[config.mk]
export PLATFORM = sky130hd
export DESIGN_NAME = logical_layer_error_capture
export DESIGN_NICKNAME = d
export VERILOG_FILES = /design/src/rtl/logical_layer_error_capture.v
export VERILOG_INCLUDE_DIRS = /design/src /design/src/shared
export SDC_FILE = /design/constraint.sdc
export NUM_CORES = 1
export LEC_CHECK = 0
export BUFFER_PORTS_ARGS = -buffer_cell sky130_fd_sc_hd__buf_2
export CAP_MARGIN = 20
export CORE_MARGIN = 1.5
export CORE_UTILIZATION = 55
export DETAILED_ROUTE_END_ITERATION = 10
export PLACE_DENSITY_LB_ADDON = 0.1
export SYNTH_ARGS = -nofsm -noshare
export SYNTH_HDL_FRONTEND = slang
export SYNTH_SLANG_ARGS = --single-unit
[constraint.sdc]
create_clock -name i_clk_sys -period 2.9 [get_ports i_clk_sys]
set_input_delay 0.145 -clock i_clk_sys [delete_from_list [all_inputs] [get_ports i_clk_sys]]
set_output_delay 0.145 -clock i_clk_sys [all_outputs]
set_load 0.05 [all_outputs]
[src/shared/lte_capture_consts.vh]
/*
 * constants for the logical/transport layer error capture block:
 * register byte offsets, detect/enable bit positions, field layouts
 * and reset values.
 * assumes a 20-bit byte address on the register port and 32-bit data.
 */
`ifndef LTE_CAPTURE_CONSTS_VH
`define LTE_CAPTURE_CONSTS_VH

// register port widths
`define LTE_ADDR_W 20
`define LTE_DATA_W 32

// register byte offsets
`define LTE_DETECT_OFS 20'h10800
`define LTE_ENABLE_OFS 20'h10804
`define LTE_ADDR_CAP_OFS 20'h10808
`define LTE_DEVID_CAP_OFS 20'h1080c
`define LTE_CTRL_CAP_OFS 20'h10810

// detect and enable bit positions (same layout in both registers)
`define LTE_BIT_RW_ERR_RSP 31
`define LTE_BIT_MSG_ERR_RSP 30
`define LTE_BIT_MSG_FORMAT 28
`define LTE_BIT_ILL_DECODE 27
`define LTE_BIT_ILL_TARGET 26
`define LTE_BIT_MSG_TIMEOUT 25
`define LTE_BIT_RSP_TIMEOUT 24
`define LTE_BIT_UNEXP_RSP 23
`define LTE_BIT_UNSUP_TRAN 22

// implemented bits of detect and enable; others are reserved zero
`define LTE_ERR_MASK 32'hdfc00000

// address capture layout
`define LTE_ADDR_HI 31
`define LTE_ADDR_LO 3
`define LTE_XADDR_HI 1
`define LTE_XADDR_LO 0

// device id capture layout
`define LTE_DEST_HI 23
`define LTE_DEST_LO 16
`define LTE_SRC_HI 7
`define LTE_SRC_LO 0

// control capture layout
`define LTE_CAPTURED_FORMAT_KIND_HI 31
`define LTE_CAPTURED_FORMAT_KIND_LO 28
`define LTE_CAPTURED_TRANSACTION_KIND_HI 27
`define LTE_CAPTURED_TRANSACTION_KIND_LO 24
`define LTE_INFO_HI 23
`define LTE_INFO_LO 16

// reset values
`define LTE_REG_RESET 32'h00000000
`define LTE_ZERO_8 8'h00
`define LTE_ZERO_4 4'h0

`endif

[src/rtl/logical_layer_error_capture.v]
/*
 * logical/transport layer error capture: detect flags, enables,
 * maintenance interrupt and lockable capture registers for the
 * offending packet's address, device ids and control fields.
 * assumes all inputs but the asynchronous i_rst_n are synchronous to i_clk_sys, error inputs are
 * one-cycle pulses presented together with the packet fields on the
 * i_pkt_* bus, and software uses the plain register port.
 */
// The strobed register port was decided locally.
`timescale 1ns/1ps
`include "lte_capture_consts.vh"

module logical_layer_error_capture
(
   // clock and reset
   input wire i_clk_sys,
   input wire i_rst_n,
   // register port
   input wire [`LTE_ADDR_W-1:0] i_reg_addr,
   input wire [`LTE_DATA_W-1:0] i_reg_wdata,
   input wire i_reg_wr,
   input wire i_reg_rd,
   output reg [`LTE_DATA_W-1:0] o_reg_rdata,
   output reg o_reg_rvalid,
   // error event pulses from the packet engines
   input wire i_rw_request_error_response,
   input wire i_message_request_error_response,
   input wire i_message_payload_format_fault,
   input wire i_illegal_field_decode,
   input wire i_undefined_destination_target,
   input wire i_message_segment_timeout,
   input wire i_response_wait_timeout,
   input wire i_unexpected_response,
   input wire i_unsupported_transaction,
   // fields of the packet that goes with an error pulse
   input wire [31:0] i_pkt_address,
   input wire [1:0] i_pkt_extended_address_high_bits,
   input wire [7:0] i_pkt_target_id,
   input wire [7:0] i_pkt_origin_id,
   input wire [3:0] i_pkt_format_kind,
   input wire [3:0] i_pkt_transaction_kind,
   input wire [7:0] i_pkt_mailbox_info,
   // pulse marking a received message request segment on i_pkt_*
   input wire i_msg_segment_seen,
   // status
   output reg o_maint_irq,
   output reg o_capture_locked
);

   // software-visible state
   reg [31:0] detect_reg;
   reg [31:0] detect_next;
   reg [31:0] enable_reg;
   reg [31:0] enable_next;
   reg [28:0] captured_address_reg;
   reg [1:0] extended_address_high_bits_reg;
   reg [7:0] captured_target_id_reg;
   reg [7:0] captured_origin_id_reg;
   reg [3:0] captured_format_kind_reg;
   reg [3:0] captured_transaction_kind_reg;
   reg [7:0] captured_mailbox_info_reg;
   reg lock_reg;
   reg lock_next;

   // shadow of the most recent message request segment
   reg [7:0] seg_target_id_reg;
   reg [7:0] seg_origin_id_reg;
   reg [3:0] seg_format_kind_reg;
   reg [3:0] seg_transaction_kind_reg;
   reg [7:0] seg_mailbox_info_reg;

   // read path
   reg [31:0] rd_next;

   // decode and event wires
   wire wr_detect;
   wire wr_enable;
   wire clearing_write;
   wire [31:0] event_vec;
   wire [31:0] enabled_hit;
   wire grp_full;
   wire grp_idctl;
   wire grp_seg_timeout;
   wire grp_rsp_timeout;
   wire capture_go;

   // register write decode
   assign wr_detect = i_reg_wr && (i_reg_addr == `LTE_DETECT_OFS);
   assign wr_enable = i_reg_wr && (i_reg_addr == `LTE_ENABLE_OFS);

   // a detect write that leaves no bit set is the software clear
   assign clearing_write = wr_detect && ((i_reg_wdata & `LTE_ERR_MASK) == 32'h00000000);

   // error pulses placed at their detect positions
   assign event_vec[`LTE_BIT_RW_ERR_RSP] = i_rw_request_error_response;
   assign event_vec[`LTE_BIT_MSG_ERR_RSP] = i_message_request_error_response;
   assign event_vec[29] = 1'b0;
   assign event_vec[`LTE_BIT_MSG_FORMAT] = i_message_payload_format_fault;
   assign event_vec[`LTE_BIT_ILL_DECODE] = i_illegal_field_decode;
   assign event_vec[`LTE_BIT_ILL_TARGET] = i_undefined_destination_target;
   assign event_vec[`LTE_BIT_MSG_TIMEOUT] = i_message_segment_timeout;
   assign event_vec[`LTE_BIT_RSP_TIMEOUT] = i_response_wait_timeout;
   assign event_vec[`LTE_BIT_UNEXP_RSP] = i_unexpected_response;
   assign event_vec[`LTE_BIT_UNSUP_TRAN] = i_unsupported_transaction;
   assign event_vec[21:0] = 22'h000000;

   // only enabled errors take part in capture
   assign enabled_hit = event_vec & enable_reg;

   // capture groups by which registers they load
   assign grp_full = enabled_hit[`LTE_BIT_RW_ERR_RSP] |
                     enabled_hit[`LTE_BIT_MSG_ERR_RSP] |
                     enabled_hit[`LTE_BIT_MSG_FORMAT];
   assign grp_idctl = enabled_hit[`LTE_BIT_ILL_DECODE] |
                      enabled_hit[`LTE_BIT_ILL_TARGET] |
                      enabled_hit[`LTE_BIT_UNEXP_RSP] |
                      enabled_hit[`LTE_BIT_UNSUP_TRAN];
   assign grp_seg_timeout = enabled_hit[`LTE_BIT_MSG_TIMEOUT];
   assign grp_rsp_timeout = enabled_hit[`LTE_BIT_RSP_TIMEOUT];

   // capture when armed, or in the very cycle software re-arms
   assign capture_go = (grp_full | grp_idctl | grp_seg_timeout | grp_rsp_timeout) &&
                       (!lock_reg || clearing_write);

   // detect update: software write first, hardware set wins over it
   always @*
   begin
      detect_next = detect_reg;
      if (wr_detect)
      begin
         detect_next = i_reg_wdata & `LTE_ERR_MASK;
      end
      detect_next = detect_next | event_vec;
   end

   // enable update, reserved bits dropped
   always @*
   begin
      enable_next = enable_reg;
      if (wr_enable)
      begin
         enable_next = i_reg_wdata & `LTE_ERR_MASK;
      end
   end

   // lock: set by a capture, released by the software clear
   always @*
   begin
      lock_next = lock_reg;
      if (capture_go)
      begin
         lock_next = 1'b1;
      end
      else if (clearing_write)
      begin
         lock_next = 1'b0;
      end
   end

   // detect, enable, lock and interrupt flops
   always @(posedge i_clk_sys or negedge i_rst_n)
   begin
      if (!i_rst_n)
      begin
         detect_reg <= `LTE_REG_RESET;
         enable_reg <= `LTE_REG_RESET;
         lock_reg <= 1'b0;
         o_capture_locked <= 1'b0;
         o_maint_irq <= 1'b0;
      end
      else
      begin
         detect_reg <= detect_next;
         enable_reg <= enable_next;
         lock_reg <= lock_next;
         o_capture_locked <= lock_next;
         o_maint_irq <= |(detect_next & enable_next);
      end
   end

   // shadow of the last message request segment for the timeout case
   always @(posedge i_clk_sys or negedge i_rst_n)
   begin
      if (!i_rst_n)
      begin
         seg_target_id_reg <= `LTE_ZERO_8;
         seg_origin_id_reg <= `LTE_ZERO_8;
         seg_format_kind_reg <= `LTE_ZERO_4;
         seg_transaction_kind_reg <= `LTE_ZERO_4;
         seg_mailbox_info_reg <= `LTE_ZERO_8;
      end
      else if (i_msg_segment_seen)
      begin
         seg_target_id_reg <= i_pkt_target_id;
         seg_origin_id_reg <= i_pkt_origin_id;
         seg_format_kind_reg <= i_pkt_format_kind;
         seg_transaction_kind_reg <= i_pkt_transaction_kind;
         seg_mailbox_info_reg <= i_pkt_mailbox_info;
      end
   end

   // capture registers; a fixed priority picks one source per capture
   always @(posedge i_clk_sys or negedge i_rst_n)
   begin
      if (!i_rst_n)
      begin
         captured_address_reg <= 29'h00000000;
         extended_address_high_bits_reg <= 2'h0;
         captured_target_id_reg <= `LTE_ZERO_8;
         captured_origin_id_reg <= `LTE_ZERO_8;
         captured_format_kind_reg <= `LTE_ZERO_4;
         captured_transaction_kind_reg <= `LTE_ZERO_4;
         captured_mailbox_info_reg <= `LTE_ZERO_8;
      end
      else if (capture_go)
      begin
         if (grp_full)
         begin
            // error responses and format faults load every register
            captured_address_reg <= i_pkt_address[`LTE_ADDR_HI:`LTE_ADDR_LO];
            extended_address_high_bits_reg <= i_pkt_extended_address_high_bits;
            captured_target_id_reg <= i_pkt_target_id;
            captured_origin_id_reg <= i_pkt_origin_id;
            captured_format_kind_reg <= i_pkt_format_kind;
            captured_transaction_kind_reg <= i_pkt_transaction_kind;
            captured_mailbox_info_reg <= i_pkt_mailbox_info;
         end
         else if (grp_idctl)
         begin
            // decode, target, unexpected and unsupported: ids and control
            captured_target_id_reg <= i_pkt_target_id;
            captured_origin_id_reg <= i_pkt_origin_id;
            captured_format_kind_reg <= i_pkt_format_kind;
            captured_transaction_kind_reg <= i_pkt_transaction_kind;
            captured_mailbox_info_reg <= i_pkt_mailbox_info;
         end
         else if (grp_seg_timeout)
         begin
            // segment timeout: from the last segment actually seen
            captured_target_id_reg <= seg_target_id_reg;
            captured_origin_id_reg <= seg_origin_id_reg;
            captured_format_kind_reg <= seg_format_kind_reg;
            captured_transaction_kind_reg <= seg_transaction_kind_reg;
            captured_mailbox_info_reg <= seg_mailbox_info_reg;
         end
         else
         begin
            // response timeout: original address and destination, source id cleared
            captured_address_reg <= i_pkt_address[`LTE_ADDR_HI:`LTE_ADDR_LO];
            extended_address_high_bits_reg <= i_pkt_extended_address_high_bits;
            captured_target_id_reg <= i_pkt_target_id;
            captured_origin_id_reg <= `LTE_ZERO_8; // no source for a lost response
         end
      end
   end

   // read data mux; reserved and unmapped read as zero
   always @*
   begin
      rd_next = 32'h00000000;
      case (i_reg_addr)
         `LTE_DETECT_OFS:
         begin
            rd_next = detect_reg;
         end
         `LTE_ENABLE_OFS:
         begin
            rd_next = enable_reg;
         end
         `LTE_ADDR_CAP_OFS:
         begin
            rd_next[`LTE_ADDR_HI:`LTE_ADDR_LO] = captured_address_reg;
            rd_next[`LTE_XADDR_HI:`LTE_XADDR_LO] = extended_address_high_bits_reg;
         end
         `LTE_DEVID_CAP_OFS:
         begin
            rd_next[`LTE_DEST_HI:`LTE_DEST_LO] = captured_target_id_reg;
            rd_next[`LTE_SRC_HI:`LTE_SRC_LO] = captured_origin_id_reg;
         end
         `LTE_CTRL_CAP_OFS:
         begin
            rd_next[`LTE_CAPTURED_FORMAT_KIND_HI:`LTE_CAPTURED_FORMAT_KIND_LO] = captured_format_kind_reg;
            rd_next[`LTE_CAPTURED_TRANSACTION_KIND_HI:`LTE_CAPTURED_TRANSACTION_KIND_LO] = captured_transaction_kind_reg;
            rd_next[`LTE_INFO_HI:`LTE_INFO_LO] = captured_mailbox_info_reg;
         end
         default:
         begin
            rd_next = 32'h00000000;
         end
      endcase
   end

   // read data registered: valid only in the cycle after the strobe
   always @(posedge i_clk_sys or negedge i_rst_n)
   begin
      if (!i_rst_n)
      begin
         o_reg_rdata <= 32'h00000000;
         o_reg_rvalid <= 1'b0;
      end
      else
      begin
         o_reg_rvalid <= i_reg_rd;
         if (i_reg_rd)
         begin
            o_reg_rdata <= rd_next;
         end
         else
         begin
            o_reg_rdata <= 32'h00000000; // data only stands after a read
         end
      end
   end

endmodule // logical_layer_error_capture

After elaboration in Yosys (flattened, before gate mapping)
Index checks and enable logic that the tools add are counted.
Word-level totals
  bits in registers: 194
  input bits: 132
  output and inout bits: 35
  word-level logic and storage cells: 80
Operators by class
  equal/unequal tests: 7
  multiplexer cells: 32
  bitwise operators: 11
  reductions and logical operators: 12
Operators by type and width (count)
  == test 20 x 17 -> 1 bit (second input constant): 5
  two-way mux 32 bit: 3
  two-way mux 29 bit: 3
  two-way mux 8 bit: 9
  bitwise AND 32 bit: 2
  one-hot mux 8 bit (5 select lines): 1
  zero test 32 bit: 1
  bitwise OR 32 bit: 1
  one-hot mux 8 bit (4 select lines): 1
  OR reduction 32 bit: 1
  two-way mux 4 bit: 6
  one-hot mux 8 bit (3 select lines): 1
  one-hot mux 5 bit (4 select lines): 1
  bitwise OR 1 bit: 8
  one-hot mux 2 bit (4 select lines): 1
  two-way mux 2 bit: 3
  logical AND 1 bit: 4
  one-hot mux 1 bit (3 select lines): 1
  AND reduction 3 bit: 1
  nonzero test 3 bit: 1
  two-way mux 1 bit: 2
  inequality test 2 x 1 -> 1 bit (second input constant): 1
  inequality test 2 bit (second input constant): 1
  AND reduction 2 bit: 1
  3 further kinds: 3

Logic depth before layout (Yosys ltp)
  depth in word-level cells: 9
  mapped depth: 10
  depth with buffers taken out: 7

Worst setup path before layout
Ideal clock, no wire load.
  kind: in2reg
  start: in i_reg_addr[1]
  end: reg o_maint_irq
  setup time: 135 ps
  arrival time: 2304 ps
  data required time: 2765 ps
  path slack: 461 ps
  stages on the path: 7
  buffers on the path: 0
  cells stage by stage: or4_4 or2_4 nor4_4 mux2_2 a21boi_1 a2111oi_2 nand4_1
On the way
  elaborated cells on any way between the ends: 9
  classes of those cells: eq/ne: 2; mux: 2; bitwise: 2; reduce/logical: 3
RTL lines
  from (decl): RTL line logical_layer_error_capture.v:19  | input wire [`LTE_ADDR_W-1:0] i_reg_addr,
  == test 20 x 17 -> 1 bit
  logical AND 1 bit: RTL line logical_layer_error_capture.v:89  | assign wr_enable = i_reg_wr && (i_reg_addr == `LTE_ENABLE_OFS);
  two-way mux 32 bit: RTL line logical_layer_error_capture.v:140  | if (wr_enable)
  net enable_next[28]: RTL line logical_layer_error_capture.v:54  | reg [31:0] enable_next;
  bitwise AND 32 bit: RTL line logical_layer_error_capture.v:177  | o_maint_irq <= |(detect_next & enable_next);
  OR reduction 32 bit: RTL line logical_layer_error_capture.v:177
  to (signal assigned): RTL line logical_layer_error_capture.v:177
  to (decl): RTL line logical_layer_error_capture.v:46  | output reg o_maint_irq,
The timed path passes the listed nets, and every way through them passes these cells.
A chain may end at the register's enable or synchronous reset.

Worst setup path after layout
  start: reg enable_reg[27]
  end: reg captured_address_reg[14]
On the way
  cells in the longest elaborated chain, start to end: 9
  elaborated cells on any way between the ends: 10
  classes of those cells: eq/ne: 1; bitwise: 7; reduce/logical: 2
RTL lines
  from (decl): RTL line logical_layer_error_capture.v:53  | reg [31:0] enable_reg;
  from (signal assigned): RTL line logical_layer_error_capture.v:166  | enable_reg <= `LTE_REG_RESET;
  from (signal assigned): RTL line logical_layer_error_capture.v:174  | enable_reg <= enable_next;
  bitwise AND 32 bit *: RTL line logical_layer_error_capture.v:108  | assign enabled_hit = event_vec & enable_reg;
  bitwise OR 1 bit * (3 in a row): RTL line logical_layer_error_capture.v:114  | assign grp_idctl = enabled_hit[`LTE_BIT_ILL_DECODE] |
  bitwise OR 1 bit (3 in a row): RTL line logical_layer_error_capture.v:122  | assign capture_go = (grp_full | grp_idctl | grp_seg_timeout | grp_rsp_timeout) &&
  logical AND 1 bit: RTL line logical_layer_error_capture.v:122
  AND reduction 3 bit (no source line) *
  to (signal assigned): RTL line logical_layer_error_capture.v:220  | captured_address_reg <= i_pkt_address[`LTE_ADDR_HI:`LTE_ADDR_LO];
  to (signal assigned): RTL line logical_layer_error_capture.v:249  | captured_address_reg <= i_pkt_address[`LTE_ADDR_HI:`LTE_ADDR_LO];
  to (decl): RTL line logical_layer_error_capture.v:55  | reg [28:0] captured_address_reg;
Mark *: on every way between the ends. The rest lies on a longest branch, timed or not.

==> flow_summary.ini <==
[drt]
wl_per_cell_um = 19.03
drt_pass1_iterations = 7
via_count = 5883
drtAntennaViolNets = 0
drc_errors = 0
drt_iter0_markers = 441
drt-total-wl_um = 19940
vias_per_cell = 5.614

[critical_path]
start_kind = flip-flop
critical_path.max_fanout = 21
worst_setup_path_end_kind = flip-flop
cp.arrival_ns = 2.93
worstPathRequired_ns = 3.22
path_class = flip-flop to flip-flop

[hold_path]
hold_class = primary input to flip-flop

[timing]
fin_ws_ns = 0.2891
worst_slew_pin_slew_ns = 0.8299
slew_headroom_pct = 44.07
hold_viol = 0
setup_violations = 0
fin_crit_sh_pct = 90.03
rsz0062_at_grt = false
drv_slew = 0
fin_crit_ns = 2.611
skew_ns = 0.007978
tns_ns = 0
fmax_ghz = 0.3830
holdWs_ns = 0.01085

[die]
dieHeight_um = 125.5
rows = 44
ioPinCount = 167
dieArea_um2 = 15740
start_util_pct = 56.54
core_area_um2 = 14590
die_w_um = 125.5

[place]
place_ws_ns = 0.2573
port_buffers = 140
gp_congestion = 0.8251
dpl.hpwl_um = 13250

[synth]
ys_seq_area_share_pct = 58.86
netlist_instances = 635
synth_seq_cells = 194
syn_area_um2 = 8248
yosysUniqueCellTypes = 47
syn_area_per_cell_um2 = 12.99
async_flop_share_pct = 100.0
yosysWarnings = 0
ys.flop_type = dfrtp_1
syn_nets = 767
synth_edf_count = 0

[cells_and_area]
mostFrequentLayoutCell = dfrtp_1
antenna_cells = 0
final_cell_mix = 194 x dfrtp_1, 139 x buf_2, 74 x dlygate4sd3_1
drive_gt1_share_pct = 33.45
nNetsFinal = 983
area_delta_synth_final_pct = 26.96
fillers = 1019

[global_route]
grt_max_degree = 96
grt.total_usage_pct = 26.73
grt_overflow = 0
grt_antenna_before_repair = 0
grt_pass1_wl_um = 32630
grt_pass1_vias = 6049

[clock_tree]
cts.sinks = 194
clock_path_buffers = 2
cts_setup_buffers = 0
root_buffer = clkbuf_16
cts_buffers = 17
worstSkewPairLatency_ns = 0.43
cts.clk_slew.worst_paths_ns = 0.07
cts_tree = yes
cts_max_level = 4

[job]
max_cap_viol_count = 0

[status]
status = finished, final reports clean

[pwr]
report.power.total_mw = 5.369
vdd_drop_max_mv = 0.4295
p_leak_nw = 5.034
power_density_nw_per_um2 = 512.8
## cell usage after synthesis (all sizes together), types with 6 or more instances
cell | count | area [µm²]
dfrtp | 194 | 4855
mux2 | 87 | 1092
nand2 | 59 | 221.5
nor2b | 49 | 306.5
o21ai | 34 | 173.9
a222oi | 33 | 330.3
mux2i | 27 | 270.3
buf | 22 | 166.4
a21oi | 20 | 100.1
nor2 | 19 | 73.82
clkbuf | 17 | 63.81
a22oi | 16 | 120.1
nor4 | 6 | 73.82
## worst max-delay path, cell delays in order (launching register included)
cell and delay [ns]:
dfrtp_1 0.40, a22o_1 0.25, a221oi_1 0.39, nand3_1 0.17
a21o_1 0.19, nand2_1 0.09, a21o_2 0.41, buf_12 0.27
mux2_4 0.32
## where the power goes
part | internal, mW | switching (mW)
clock network | 1.22 | 1.04
logic | 0.181 | 0.150
registers | 2.75 | 0.0231
total | 4.15 | 1.22
## cells by family after synthesis
kind of cell	synth area share, %
and+or+nand+nor	10.77
muxes	16.52
DFF	58.86
buffers and inverters	2.928
AOI/OAI and AO/OA	10.92
## metal layers
metal,wire (µm),vias to the layer above,track usage (%)
met5,0,-,0
met4,282,0,5.882
met3,1053,22,6.076
met2,9581,188,41.21
met1,9026,2935,39.10
li1,-,2738,-
## final timing paths
kind	from	to	slack [ns]	depth (start not counted)
min reg2reg	captured_origin_id_reg[4]	captured_origin_id_reg[4]	0.49	2
max	enable_reg[27]	captured_address_reg[14]	0.29	8
min in group asynchronous	i_rst_n	enable_reg[12]	0.37	2
max in group asynchronous	i_rst_n	detect_reg[17]	1.74	3
min	i_reg_wdata[24]	detect_reg[24]	0.01	2
max reg2reg	enable_reg[27]	captured_address_reg[14]	0.29	8
## what timing repair did
item,CTS,global route
endpoints found under the hold margin,165,0
hold buffers,74,0
resized for setup,0,0
## per-stage QoR
step	area (µm²)	std cells	util, %
after global placement	9161	942	62.80
after floorplan	8248	635	-
after detailed placement	9161	942	62.80
after global routing	10470	1048	71.78
final	10470	1048	71.78
after CTS	10470	1048	71.78
## final cells by class
type,instances,area (µm²),area share (%)
Sequential cell,194,4855,46.36
Multi-Input combinational cell,399,3153,30.11
Tap cell,184,230.2,2.199
Clock inverter,13,126.4,1.207
Clock buffer,19,442.9,4.230
Inverter,3,11.26,0.1075
Timing Repair Buffer,236,1653,15.78
Note: power is estimated with default switching activity, not from simulation.
